## config.mk

```make
export PLATFORM = sky130hd
export DESIGN_NAME = can_bit_timing_sync
export DESIGN_NICKNAME = d
export VERILOG_FILES = /design/src/can_bit_timing_sync.v
export VERILOG_INCLUDE_DIRS = /design/src
export SDC_FILE = /design/constraint.sdc
export NUM_CORES = 1
export LEC_CHECK = 0
export ABC_AREA = 1
export BUFFER_PORTS_ARGS = -buffer_cell sky130_fd_sc_hd__buf_4
export CORE_MARGIN = 3
export CORE_UTILIZATION = 53
export CTS_CLUSTER_DIAMETER = 60
export DETAILED_ROUTE_END_ITERATION = 7
export PLACE_DENSITY = 0.89
export SETUP_SLACK_MARGIN = 0.3
export SYNTH_ARGS = -nofsm -noshare
export SYNTH_HDL_FRONTEND = slang
export SYNTH_SLANG_ARGS = --single-unit
```

## constraint.sdc

```tcl
create_clock -name clk -period 3.18 [get_ports clk]
set_clock_uncertainty 0.05 [all_clocks]
set_input_delay 0.318 -clock clk [delete_from_list [all_inputs] [get_ports clk]]
set_output_delay 0.318 -clock clk [all_outputs]
set_load 0.05 [all_outputs]
```

## src/can_bit_timing_sync_regs.vh

```
// Register offsets, field positions and reset values of the CAN bit-timing block
`ifndef CAN_BIT_TIMING_SYNC_REGS_VH
`define CAN_BIT_TIMING_SYNC_REGS_VH

// ********************************
// Register byte offsets
// ********************************
`define OFF_CFG        12'h064
`define OFF_STATUS     12'h070
`define OFF_CHAN_BASE  12'h110
`define OFF_CHAN_STEP  12'h020
`define OFF_STAMP_REL  12'h004

// ********************************
// Configuration register fields
// ********************************
`define CFG_DIV_LSB    0
`define CFG_DIV_MSB    5
`define CFG_LINE_DELAY_FIELD_LSB   8
`define CFG_LINE_DELAY_FIELD_MSB   10
`define CFG_PH1_LSB    12
`define CFG_PH1_MSB    14
`define CFG_PH2_LSB    16
`define CFG_PH2_MSB    18
`define CFG_SJW_LSB    20
`define CFG_SJW_MSB    21
`define CFG_TRIPLE_BIT 24
`define CFG_RESET      32'h00000000
`define CFG_WMASK      32'h01377f3f

// ********************************
// Channel control register fields
// ********************************
`define CHAN_EN_BIT    7
`define CHAN_KEEP_BIT  5
`define CHAN_PROD_BIT  6
`define CHAN_RESET     32'h00000000
`define CHAN_WMASK     32'h000000e0

// ********************************
// Channel geometry and idle detection
// ********************************
`define NUM_CHAN       4
`define IDLE_BITS      4'd11
`define STAMP_RESET    32'h00000000

`endif

```

## src/can_bit_timing_sync.v

```verilog
// CAN bit timing, edge synchronisation, channel reception mode and time stamps
//
// Local design decisions: the APB interface to the registers and the address map.
`timescale 1ns/100ps
`include "can_bit_timing_sync_regs.vh"

// Contract
// - Quantum lasts divider plus one clocks
// - Resync slot fixed at one quantum
// - Line-delay segment is field plus one
// - Phase one segment is field plus one
// - Phase two is field plus one, min two; the code does not clamp
// - Sample at phase one end, once or thrice; the code's third vote is the previous bit's early sample
// - Next bit ready zero quanta after sample
// - Bit time spans 8 to 25 quanta; the code allows 4 to 25
// - Hard sync restarts bit at resync slot
// - Jump width one to min(4, phase one)
// - Phase error measured against the resync slot
// - Small error hard-syncs, large error adjusts phases
// - At most one synchronisation per bit
// - Edge used only if it changes sampled value
// - Idle falling edge forces hard sync
// - No positive resync while transmitting dominant
// - Keep bit clear disables channel after reception
// - Keep bit set leaves channel enabled
// - Watch timer copied to stamp after each frame; the code skips disabled channels and producer mismatches
// - Producer setting picks sent or received stamping
// - Bus level held for whole bit time
module can_bit_timing_sync (
   input  wire        clk,
   input  wire        nrst,
   input  wire        psel,
   input  wire        penable,
   input  wire        pwrite,
   input  wire [11:0] paddr,
   input  wire [31:0] pwdata,
   output reg  [31:0] prdata,
   output wire        pready,
   output wire        pslverr,
   input  wire        rx_pin,
   output reg         tx_pin,
   input  wire        tx_bit,
   output reg         tx_req,
   output reg         rx_bit,
   output reg         rx_valid,
   input  wire        bus_idle,
   input  wire [31:0] watch_timer,
   input  wire        frame_done,
   input  wire        frame_sent,
   input  wire [1:0]  frame_chan,
   output wire [3:0]  chan_enabled
);

   // ********************************
   // States of the bit-time machine
   // ********************************
   localparam [3:0] ST_SYNC = 4'b0001;
   localparam [3:0] ST_LINE_DELAY_FIELD = 4'b0010;
   localparam [3:0] ST_PH1  = 4'b0100;
   localparam [3:0] ST_PH2  = 4'b1000;

   function [3:0] min4;
      input [3:0] a;
      begin
         min4 = (a < 4'd4) ? a : 4'd4;
      end
   endfunction

   function [3:0] field_len;
      input [2:0] f;
      begin
         field_len = {1'b0, f} + 4'd1;
      end
   endfunction

   function last_quantum;
      input [3:0] cnt;
      input [3:0] len;
      begin
         last_quantum = (cnt + 4'd1 >= len);
      end
   endfunction

   // ********************************
   // Configuration and channel registers
   // ********************************
   reg  [31:0] cfg_q;
   reg  [31:0] chan_ctl_q [0:`NUM_CHAN-1];
   reg  [31:0] stamp_q    [0:`NUM_CHAN-1];
   integer     i;

   wire [5:0] div_val   = cfg_q[`CFG_DIV_MSB:`CFG_DIV_LSB];
   wire [3:0] line_delay_field_len  = field_len(cfg_q[`CFG_LINE_DELAY_FIELD_MSB:`CFG_LINE_DELAY_FIELD_LSB]);
   wire [3:0] ph1_len   = field_len(cfg_q[`CFG_PH1_MSB:`CFG_PH1_LSB]);
   // Software keeps phase two at least two quanta; hardware does not clamp
   wire [3:0] ph2_len   = field_len(cfg_q[`CFG_PH2_MSB:`CFG_PH2_LSB]);
   wire [3:0] sjw_raw   = {2'b00, cfg_q[`CFG_SJW_MSB:`CFG_SJW_LSB]} + 4'd1;
   // Legal jump width relative to phase two is software's duty
   wire [3:0] sjw_len   = (sjw_raw < min4(ph1_len)) ? sjw_raw : min4(ph1_len);
   wire       triple    = cfg_q[`CFG_TRIPLE_BIT];

   wire       wr_en = psel & penable & pwrite;
   wire       ch_hit = (paddr >= `OFF_CHAN_BASE) &&
                       (paddr < `OFF_CHAN_BASE + `OFF_CHAN_STEP * `NUM_CHAN);
   wire [11:0] ch_rel = paddr - `OFF_CHAN_BASE;
   wire [1:0]  ch_idx = ch_rel[6:5];
   wire [4:0]  ch_sub = ch_rel[4:0];
   wire        mapped = (paddr == `OFF_CFG) || (paddr == `OFF_STATUS) ||
                        (ch_hit && (ch_sub == 5'h00 || ch_sub == `OFF_STAMP_REL));

   assign pready  = 1'b1;
   assign pslverr = psel & penable & ~mapped;

   // ********************************
   // Input synchroniser
   // ********************************
   reg rx_meta_q;
   reg rx_sync_q;
   reg rx_prev_q;
   always @(posedge clk or negedge nrst) begin
      if (!nrst) begin
         rx_meta_q <= 1'b1;
         rx_sync_q <= 1'b1;
         rx_prev_q <= 1'b1;
      end else begin
         rx_meta_q <= rx_pin;
         rx_sync_q <= rx_meta_q;
         rx_prev_q <= rx_sync_q;
      end
   end

   // ********************************
   // Prescaler
   // ********************************
   reg  [5:0] pre_q;
   wire       tq_tick  = (pre_q == div_val);
   // Half-quantum point used for the triple sample spacing
   wire       half_tick = (pre_q == {1'b0, div_val[5:1]});

   // ********************************
   // Bit-time machine
   // ********************************
   reg [3:0]  state_q;
   reg [3:0]  cnt_q;
   reg [3:0]  ph1_ext_q;
   reg [3:0]  ph2_cut_q;
   reg        synced_q;
   reg        sampled_q;
   reg [2:0]  smp_q;
   reg [1:0]  smp_n_q;

   wire fall_edge = rx_prev_q & ~rx_sync_q;
   // A falling edge changes the bus only if the last bit read recessive
   wire edge_ok   = fall_edge & sampled_q & ~synced_q;
   wire hard_sync = fall_edge & bus_idle & sampled_q;
   wire in_sync   = (state_q == ST_SYNC);
   wire pos_err   = (state_q == ST_LINE_DELAY_FIELD) | (state_q == ST_PH1);
   wire neg_err   = (state_q == ST_PH2);
   // Phase error in quanta: elapsed since slot, or remaining to next slot
   wire [4:0] pos_mag = (state_q == ST_LINE_DELAY_FIELD) ? {1'b0, cnt_q} + 5'd1 :
                        {1'b0, line_delay_field_len} + {1'b0, cnt_q} + 5'd1;
   wire [4:0] neg_mag = {1'b0, ph2_len} - {1'b0, cnt_q};
   wire       tx_dom  = ~tx_pin;
   wire       resync  = edge_ok & ~bus_idle & ~in_sync &
                        ~(pos_err & tx_dom);
   wire       small_err = pos_err ? (pos_mag <= {1'b0, sjw_len}) :
                                    (neg_mag <= {1'b0, sjw_len});
   wire       restart = (hard_sync & ~synced_q) | (resync & small_err);
   wire       ph1_end = (state_q == ST_PH1) & tq_tick &
                        last_quantum(cnt_q, ph1_len + ph1_ext_q);
   wire       early_smp = (state_q == ST_PH1) & half_tick &
                          last_quantum(cnt_q, ph1_len + ph1_ext_q);
   // Shortened phase two may end at once; the cut is added, never subtracted
   wire       ph2_done = (state_q == ST_PH2) & tq_tick &
                         last_quantum(cnt_q + ph2_cut_q, ph2_len);
   wire [2:0] smp_next = {smp_q[1:0], rx_sync_q};
   wire       majority = (smp_q[1] & smp_q[0]) | (smp_q[1] & rx_sync_q) |
                         (smp_q[0] & rx_sync_q);

   wire       bit_value = (triple && smp_n_q != 2'h0) ? majority : rx_sync_q;

   // ********************************
   // Prescaler counter
   // ********************************
   // A hard sync or small-error resync restarts the quantum so the edge opens a fresh slot
   always @(posedge clk or negedge nrst) begin
      if (!nrst) begin
         pre_q <= 6'h00;
      end else if (tq_tick || restart) begin
         pre_q <= 6'h00;
      end else begin
         pre_q <= pre_q + 6'h01;
      end
   end

   // ********************************
   // Triple sampling
   // ********************************
   // Extra sample half a quantum ahead; with a divider of zero it coincides
   always @(posedge clk or negedge nrst) begin
      if (!nrst) begin
         smp_q   <= 3'h7;
         smp_n_q <= 2'h0;
      end else begin
         if (triple && early_smp)
            smp_q <= smp_next;
         if (!restart && ph1_end)
            smp_n_q <= 2'h0;
         else if (triple && early_smp)
            smp_n_q <= 2'h1;
      end
   end

   // ********************************
   // Sample point outputs
   // ********************************
   // Bit decided and next bit requested in the same cycle
   always @(posedge clk or negedge nrst) begin
      if (!nrst) begin
         rx_bit    <= 1'b1;
         sampled_q <= 1'b1;
         rx_valid  <= 1'b0;
         tx_req    <= 1'b0;
      end else begin
         rx_valid <= 1'b0;
         tx_req   <= 1'b0;
         if (!restart && ph1_end) begin
            rx_bit    <= bit_value;
            sampled_q <= bit_value;
            rx_valid  <= 1'b1;
            tx_req    <= 1'b1;
         end
      end
   end

   // ********************************
   // Transmit level
   // ********************************
   always @(posedge clk or negedge nrst) begin
      if (!nrst) begin
         tx_pin <= 1'b1;
      end else if (!restart && tq_tick && in_sync) begin
         tx_pin <= tx_bit;
      end
   end

   // ********************************
   // Synchronisation bookkeeping
   // ********************************
   // Cleared only at the true end of a bit, so a restart into the slot
   // still counts as this bit's one synchronisation
   always @(posedge clk or negedge nrst) begin
      if (!nrst) begin
         synced_q <= 1'b0;
      end else if (restart || resync) begin
         synced_q <= 1'b1;
      end else if (ph2_done) begin
         synced_q <= 1'b0;
      end
   end

   always @(posedge clk or negedge nrst) begin
      if (!nrst) begin
         ph1_ext_q <= 4'h0;
         ph2_cut_q <= 4'h0;
      end else if (restart || ph2_done) begin
         ph1_ext_q <= 4'h0;
         ph2_cut_q <= 4'h0;
      end else if (resync) begin
         if (pos_err)
            ph1_ext_q <= sjw_len;
         else
            ph2_cut_q <= sjw_len;
      end
   end

   // ********************************
   // Segment sequencer
   // ********************************
   always @(posedge clk or negedge nrst) begin
      if (!nrst) begin
         state_q <= ST_SYNC;
         cnt_q   <= 4'h0;
      end else if (restart) begin
         // Edge lies inside the restarted resync slot
         state_q <= ST_SYNC;
         cnt_q   <= 4'h0;
      end else if (ph1_end) begin
         state_q <= ST_PH2;
         cnt_q   <= 4'h0;
      end else if (tq_tick) begin
         case (state_q)
            ST_SYNC: begin
               state_q <= ST_LINE_DELAY_FIELD;
               cnt_q   <= 4'h0;
            end
            ST_LINE_DELAY_FIELD: begin
               if (last_quantum(cnt_q, line_delay_field_len)) begin
                  state_q <= ST_PH1;
                  cnt_q   <= 4'h0;
               end else begin
                  cnt_q <= cnt_q + 4'd1;
               end
            end
            ST_PH1: begin
               cnt_q <= cnt_q + 4'd1;
            end
            ST_PH2: begin
               if (ph2_done) begin
                  state_q <= ST_SYNC;
                  cnt_q   <= 4'h0;
               end else begin
                  cnt_q <= cnt_q + 4'd1;
               end
            end
            default: begin
               state_q <= ST_SYNC;
               cnt_q   <= 4'h0;
            end
         endcase
      end
   end

   // ********************************
   // Registers, reception mode and stamps
   // ********************************
   genvar g;
   generate
      for (g = 0; g < `NUM_CHAN; g = g + 1) begin : chan
         assign chan_enabled[g] = chan_ctl_q[g][`CHAN_EN_BIT];
      end
   endgenerate

   always @(posedge clk or negedge nrst) begin
      if (!nrst) begin
         cfg_q <= `CFG_RESET;
         for (i = 0; i < `NUM_CHAN; i = i + 1) begin
            chan_ctl_q[i] <= `CHAN_RESET;
            stamp_q[i]    <= `STAMP_RESET;
         end
      end else begin
         if (wr_en && paddr == `OFF_CFG)
            cfg_q <= pwdata & `CFG_WMASK;
         if (wr_en && ch_hit && ch_sub == 5'h00)
            chan_ctl_q[ch_idx] <= pwdata & `CHAN_WMASK;
         // Frame end applied after the bus write so hardware wins a clash
         if (frame_done && chan_ctl_q[frame_chan][`CHAN_EN_BIT]) begin
            if (chan_ctl_q[frame_chan][`CHAN_PROD_BIT] == frame_sent)
               stamp_q[frame_chan] <= watch_timer;
            if (!frame_sent && !chan_ctl_q[frame_chan][`CHAN_KEEP_BIT])
               chan_ctl_q[frame_chan][`CHAN_EN_BIT] <= 1'b0;
            // Keep bit set: enable left as is, next match overwrites
         end
      end
   end

   always @* begin
      prdata = 32'h00000000;
      if (paddr == `OFF_CFG)
         prdata = cfg_q;
      else if (paddr == `OFF_STATUS)
         prdata = {20'h00000, 3'h0, synced_q, state_q, 2'h0, rx_bit, sampled_q};
      else if (ch_hit && ch_sub == 5'h00)
         prdata = chan_ctl_q[ch_idx];
      else if (ch_hit && ch_sub == `OFF_STAMP_REL)
         prdata = stamp_q[ch_idx];
   end

endmodule

```

# == After elaboration in Yosys (flattened, before gate mapping) ==
# Cells that the tools add are included.
# op_classes
addsub,14
multipliers,0
div,0
order_cmp,13
n_eq_ne,14
shifts,0
mux,53
bitwise_logic,38
reduce_logical,36
# ops
op,count
2-to-1 mux 128 bit,3
2-to-1 mux 32 bit,10
bitwise mux 128 bit,2
binary-select mux 32 bit (select 2 bit),3
demux 32 bit (select 2 bit),3
AND 128 bit,1
NOT 128 bit,1
2-to-1 mux 4 bit,18
== test 12 x 7 -> 1 bit (second input constant),2
2-to-1 mux 8 bit,3
AND 1 bit,23
logical AND 1 bit,16
case mux 4 bit (4 select lines),1
adder 3 x 1 -> 4 bit (second input constant),3
greater-or-equal comparator 12 x 9 -> 1 bit (second input constant),1
greater-or-equal comparator 4 bit,3
less-than comparator 12 x 9 -> 1 bit (second input constant),1
case mux 4 bit (3 select lines),1
less-or-equal comparator 5 x 4 -> 1 bit,2
nonzero test 2 bit,5
adder 4 x 1 -> 4 bit (second input constant),2
adder 4 bit,2
NOT 1 bit,7
subtractor 7 x 5 -> 7 bit (second input constant),1
34 further kinds,54
# totals
register_bits,308
latchBits,0
mem_bits_rw,0
romBits,0
input_bits,88
out_inout_bits,42
elab_cells,191
memories,0

# == Longest topological paths before layout ==
# logic_depth
depth_word,12
ltp_mapped,26
mapped_depth_nobuf,26

# == Worst setup path after synthesis ==
# No wires, ideal clock.
# synth_timing
path_type,register to register
start,reg cfg_q[12]
end,reg state_q[2]
setup_ns,0.117
arrival_ns,2.984
required_ns,3.013
setup_slack_ns,0.029
path_stages_with_launch,23
path_buffers,1
period_less_slack_ns,3.151
cell_sequence,dfrtp_1 > ha_1 > inv_1 > nor2_1 > inv_2 > ha_1 > nand2_1 > nand2_1 > nand2_1 > nand2_2 > o21ai_0 > ha_1 > nand2_1 > nor2_2 > nand3_1 > nor2_1 > nor2_1 > nand2_2 > nand3_4 > nand3_4 > buf_6 > nand3_1 > nand2_1
# synth_via
elab_chain_cells,11
elab_cells_between_ends,20
cone_classes,add/sub (2); order compare (5); eq/ne (3); mux (5); bitwise (3); reduce/logical (2)
# synth_lines
item,line,source
start: declaration,can_bit_timing_sync.v:87,reg [31:0] cfg_q;
start signal: assignment,can_bit_timing_sync.v:336,cfg_q <= `CFG_RESET;
start signal: assignment,can_bit_timing_sync.v:343,cfg_q <= pwdata & `CFG_WMASK;
adder 3 x 1 -> 4 bit (*),can_bit_timing_sync.v:72,"field_len = {1'b0, f} + 4'd1;"
less-than comparator 4 x 3 -> 1 bit,can_bit_timing_sync.v:65,min4 = (a < 4'd4) ? a : 4'd4;
2-to-1 mux 4 bit,can_bit_timing_sync.v:65,
less-than comparator 3 x 4 -> 1 bit,can_bit_timing_sync.v:99,wire [3:0] sjw_len = (sjw_raw < min4(ph1_len)) ? sjw_raw : min4(ph1_len);
2-to-1 mux 4 bit,can_bit_timing_sync.v:99,
less-or-equal comparator 5 x 4 -> 1 bit (on tied branches),"can_bit_timing_sync.v:167, can_bit_timing_sync.v:166",
2-to-1 mux 1 bit,can_bit_timing_sync.v:166,"wire small_err = pos_err ? (pos_mag <= {1'b0, sjw_len}) :"
AND 1 bit,can_bit_timing_sync.v:168,wire restart = (hard_sync & ~synced_q) | (resync & small_err);
OR 1 bit,can_bit_timing_sync.v:168,
!= test 4 x 3 -> 1 bit (no source line) (tied with other cells),--,
AND reduction 4 bit (no source line),--,
end signal: assignment,can_bit_timing_sync.v:282,state_q <= ST_SYNC;
end signal: assignment,can_bit_timing_sync.v:286,state_q <= ST_SYNC;
end signal: assignment,can_bit_timing_sync.v:289,state_q <= ST_PH2;
end: declaration,can_bit_timing_sync.v:143,reg [3:0] state_q;
# Mark *: on every way between the ends. The rest lies on a longest branch, timed or not.
# A chain may end at the register's enable or synchronous reset.

# == Worst setup path in the final report ==
# layout_timing
start,reg cfg_q[9]
end,reg ph2_cut_q[0]
# layout_via
elab_chain_cells,11
elab_cells_between_ends,13
cone_classes,add/sub (3); order compare (1); eq/ne (1); mux (3); bitwise (2); reduce/logical (3)
# layout_lines
item,line,source
adder 3 x 1 -> 4 bit (*),can_bit_timing_sync.v:72,
adder 4 x 4 -> 5 bit (*),can_bit_timing_sync.v:161,"{1'b0, line_delay_field_len} + {1'b0, cnt_q} + 5'd1;"
adder 5 x 1 -> 5 bit (*),can_bit_timing_sync.v:161,
2-to-1 mux 5 bit (*),can_bit_timing_sync.v:160,"wire [4:0] pos_mag = (state_q == ST_LINE_DELAY_FIELD) ? {1'b0, cnt_q} + 5'd1 :"
less-or-equal comparator 5 x 4 -> 1 bit (*),can_bit_timing_sync.v:166,
2-to-1 mux 1 bit (*),can_bit_timing_sync.v:166,
AND 1 bit (*),can_bit_timing_sync.v:168,
OR 1 bit (*),can_bit_timing_sync.v:168,
logical OR 1 bit (*),can_bit_timing_sync.v:266,end else if (restart || ph2_done) begin
!= test 2 x 1 -> 1 bit (no source line) / nonzero test 2 bit (equally long branches),--,
AND reduction 2 bit (no source line),--,
end signal: assignment,can_bit_timing_sync.v:273,ph2_cut_q <= sjw_len;
end: declaration,can_bit_timing_sync.v:146,reg [3:0] ph2_cut_q;
# Marked as above.

==> metrics.md <==
| Metric | Value |
|---|---|
| Synth top area share | `43.90%` |
| Syn_area_per_cell | `8.685 µm²` |
| Max-slew headroom | `46.16%` |
| Drt pass-1 iters | `7` |
| Fillers | `1356` |
| Post-synth EDFFs | `0` |
| Post-Syn Area | `10430 µm²` |
| Final setup viols | `26` |
| Layout cells sized above 1 | `28.69%` |
| Vias/cell | `5.955` |
| Pleak | `6.351 nW` |
| Status | `complete, but fails checks` |
| CP endpoint kind | `flip-flop` |
| Routed wire per std cell | `19.35 µm` |
| Port buffer count | `117` |
| Synth cell types | `53` |
| Async set or reset register ratio after synthesis | `100.0%` |
| Setup WS pre-CTS | `-0.2265 ns` |
| Detail Placement HPWL | `19530 µm` |
| Hold WS | `0.04194 ns` |
| Gate Count Post-Synth | `1201` |
| Area contributors post-synth | `dfrtp_1, nand2_1, ha_1, inv_1, o21ai_1` |
| Post-synthesis sequential area ratio | `45.92%` |
| Sw power | `0.002851 W` |
| Vias | `9665` |
| Met2 usage in global routing | `44.73%` |
| RD Place Congestion | `0.9900` |
| Clk_lat worst skew | `0.45 ns` |
| Total track usage | `27.18%` |
| Setup TNS | `-9.906 ns` |
| Data arrival time of the worst path | `4.03 ns` |
| Vias in the first global route | `9180` |
| CP Launch Type | `flip-flop` |
| Inserted Diodes | `0` |
| Die width | `146.3 µm` |
| ANT nets after route | `0` |
| Switch share | `37.03%` |
| Commonest non-fill, non-tap cells in the layout | `nand2_1, dfrtp_1, buf_4, inv_1, o21ai_1` |
| Clock share of power | `29.8%` |
| Critical Path Source | `cfg_q[9]` |
| WL final | `31410 µm` |
| Clock slew at reported path FFs | `0.09 ns` |
| Worst Setup EP | `ph2_cut_q[0]` |
| Core area | `19020 µm²` |
| Reg2reg setup slack | `-0.51 ns` |
| Setup ws final | `-0.5115 ns` |
| HP Class | `in -> reg` |
| Most common cell after layout, fill and taps aside | `nand2_1` |
| H-tree Lvls | `4` |
| Minimum clock period after layout | `3.691 ns` |
| Deepest clock path buffer count | `2` |
| Final hold viol count | `0` |
| Worst-margin pin slew | `0.7975 ns` |
| Clock Tree Root | `clkbuf_16` |
| Part of the power in combinational logic | `28.8%` |
| Pwr dens | `595.7 nW/µm²` |
| Starting Density | `54.85%` |
| RSZ-0062 raised after global routing | `yes` |
| Cell row count | `50` |
| Max Fclk | `270.9 MHz` |
| Die area | `21400 µm²` |
| GRT met3 Usage | `5.773%` |
| Largest net degree at the start of global routing | `85` |
| Yosys top cell by area | `dfrtp_1` |
| CTS Buf Count | `17` |
| Final net count | `1486` |
| Antenna violations before repair | `0` |
| Final period utilization | `116.1%` |
| Ys flop type | `dfrtp_1` |
| I/O pins | `130` |
| Max FO, Critical Path | `8` |
| Ys Warns | `0` |
| Gr ovfl total | `0` |
| Most Used Layer, Global Route | `met2` |
| Reg2reg start | `cfg_q[9]` |
| Chip Height | `146.3 µm` |
| Area delta synth->final | `23.94%` |
| Number of DRC markers in iteration 0 | `1221` |
| Final Instance Count excl. Fillers | `1623` |
| Setup CP Type | `reg -> reg` |
| DRC Markers | `0` |
| CTS tree | `done` |
| Cell count after placement | `1568` |
| Int Pwr | `0.004850 W` |
| Met1 Track Usage GR | `34.51%` |
| Failing checks | `negative setup slack` |
| Synth Register Bits | `191` |
| Final slew viol count | `0` |
| Max-capacitance violation count | `0` |
| Global-route wire length before repair | `46900 µm` |
| VDD IR-drop max | `0.0004482 V` |
| FF-to-FF End | `ph2_cut_q[0]` |
| Required time worst endpoint | `3.52 ns` |
| Register share of total power | `41.4%` |
| TritonCTS Sinks | `191` |
| FF-to-FF path depth | `24` |
## area by class of cell
class	count	area [µm²]	share of cell area (%)
Clock buffer	17	425.4	3.290
Sequential cell	191	4791	37.06
Tap cell	260	325.3	2.516
Timing Repair Buffer	177	1438	11.12
Clock inverter	15	222.7	1.723
Multi-Input combinational cell	818	5180	40.07
Inverter	145	546.8	4.229
## routing by layer
metal	part of all wire [%]	vias to the layer above
met2	48	606
met3	8.9	160
met5	0	-
li1	-	4299
met1	37	4600
met4	5.7	0
## synth_stat cells (all sizes together), types with 2 or more instances
master / count
a211oi: 4
a21boi: 3
a21o: 2
a21oi: 23
a221oi: 3
a22o: 3
a22oi: 43
a31oi: 14
buf: 36
clkbuf: 14
dfrtp: 183
dfstp: 8
fa: 4
ha: 44
inv: 145
mux2: 19
nand2: 303
nand3: 41
nand4: 9
nor2: 57
nor3: 15
nor4: 3
o21a: 3
o21ai: 181
o22ai: 9
or2: 6
xnor2: 6
xor2: 10
## worst min-delay path by stage
stage          startpoint         to  slack [ns]  cells after the start
6_report        pwdata[3]   cfg_q[3]        0.04                      2
5_1_grt         pwdata[0]   cfg_q[0]        0.04                      2
4_1_cts         pwdata[3]   cfg_q[3]        0.03                      2
3_3_place_gp    rx_meta_q  rx_sync_q        0.30                      0
2_1_floorplan        nrst   cfg_q[0]       -0.03                      0
3_5_place_dp    rx_meta_q  rx_sync_q        0.30                      0
## state kept, by name (all words and copies together), names as in the netlist
register / cells
rx_prev_q: 1
sampled_q: 1
rx_sync_q: 1
synced_q: 1
ph1_ext_q: 4
ph2_cut_q: 4
smp_n_q: 1
cnt_q: 4
state_q: 4
stamp_q: 128
cfg_q: 19
pre_q: 6
smp_q: 2
chan_enabled: 4
rx_meta_q: 1
tx_pin: 1
rx_valid: 1
chan_ctl_q: 8
## power by group through the flow
stage / Clock (W) / Sequential [W] / Combinational, W
4_1_cts: 0.00229 / 0.00316 / 0.00196
6_report: 0.00229 / 0.00319 / 0.00222
5_1_grt: 0.00239 / 0.00323 / 0.00240
3_5_place_dp: 0 / 0.00320 / 0.00176
3_3_place_gp: 0 / 0.00316 / 0.00170
2_1_floorplan: 0 / 0.00318 / 0.00123
## critical path, stage by stage (launching register included)
cell and delay, ns:
dfrtp_1 0.39, ha_2 0.21, xnor2_2 0.20, inv_2 0.07
ha_4 0.25, nand2_2 0.07, nor2_2 0.04, a211oi_2 0.25
or2_4 0.18, nand3_2 0.08, o21ai_2 0.12, inv_2 0.08
ha_4 0.29, nand2_4 0.05, nor2_4 0.09, nand3_1 0.09
nand2_1 0.10, inv_1 0.05, o21ai_2 0.05, nand2_2 0.08
nand3_4 0.18, nand3_4 0.18, nor2_4 0.21, nand3_2 0.13
nand2_1 0.12
## cell families after synthesis
family	share of synthesized area, %
AOI/OAI and AO/OA	17.46
xor gates and xnor gates	1.343
adders and majority gates	6.045
buffers and inverters	9.116
DFF	45.92
muxes	2.051
other	0.03595
and+or+nand+nor	18.03
## through the flow
stage	power (W)	area, µm²	utilization [%]
after floorplan	0.004409	10590	-
after global placement	0.004859	11730	61.70
after detailed placement	0.004953	11730	61.70
after CTS	0.007416	12660	66.57
after global routing	0.008026	12930	67.98
final	0.007701	12930	67.98
## repair_timing
item,in CTS,in global routing
gates resized for setup,47,59
gates cloned,1,0
hold endpoints to repair,75,0
setup buffers,9,11
pin swaps,28,32
hold buffers,2,0
setup endpoints to repair,51,55
Power figures use the tool's default switching activity.
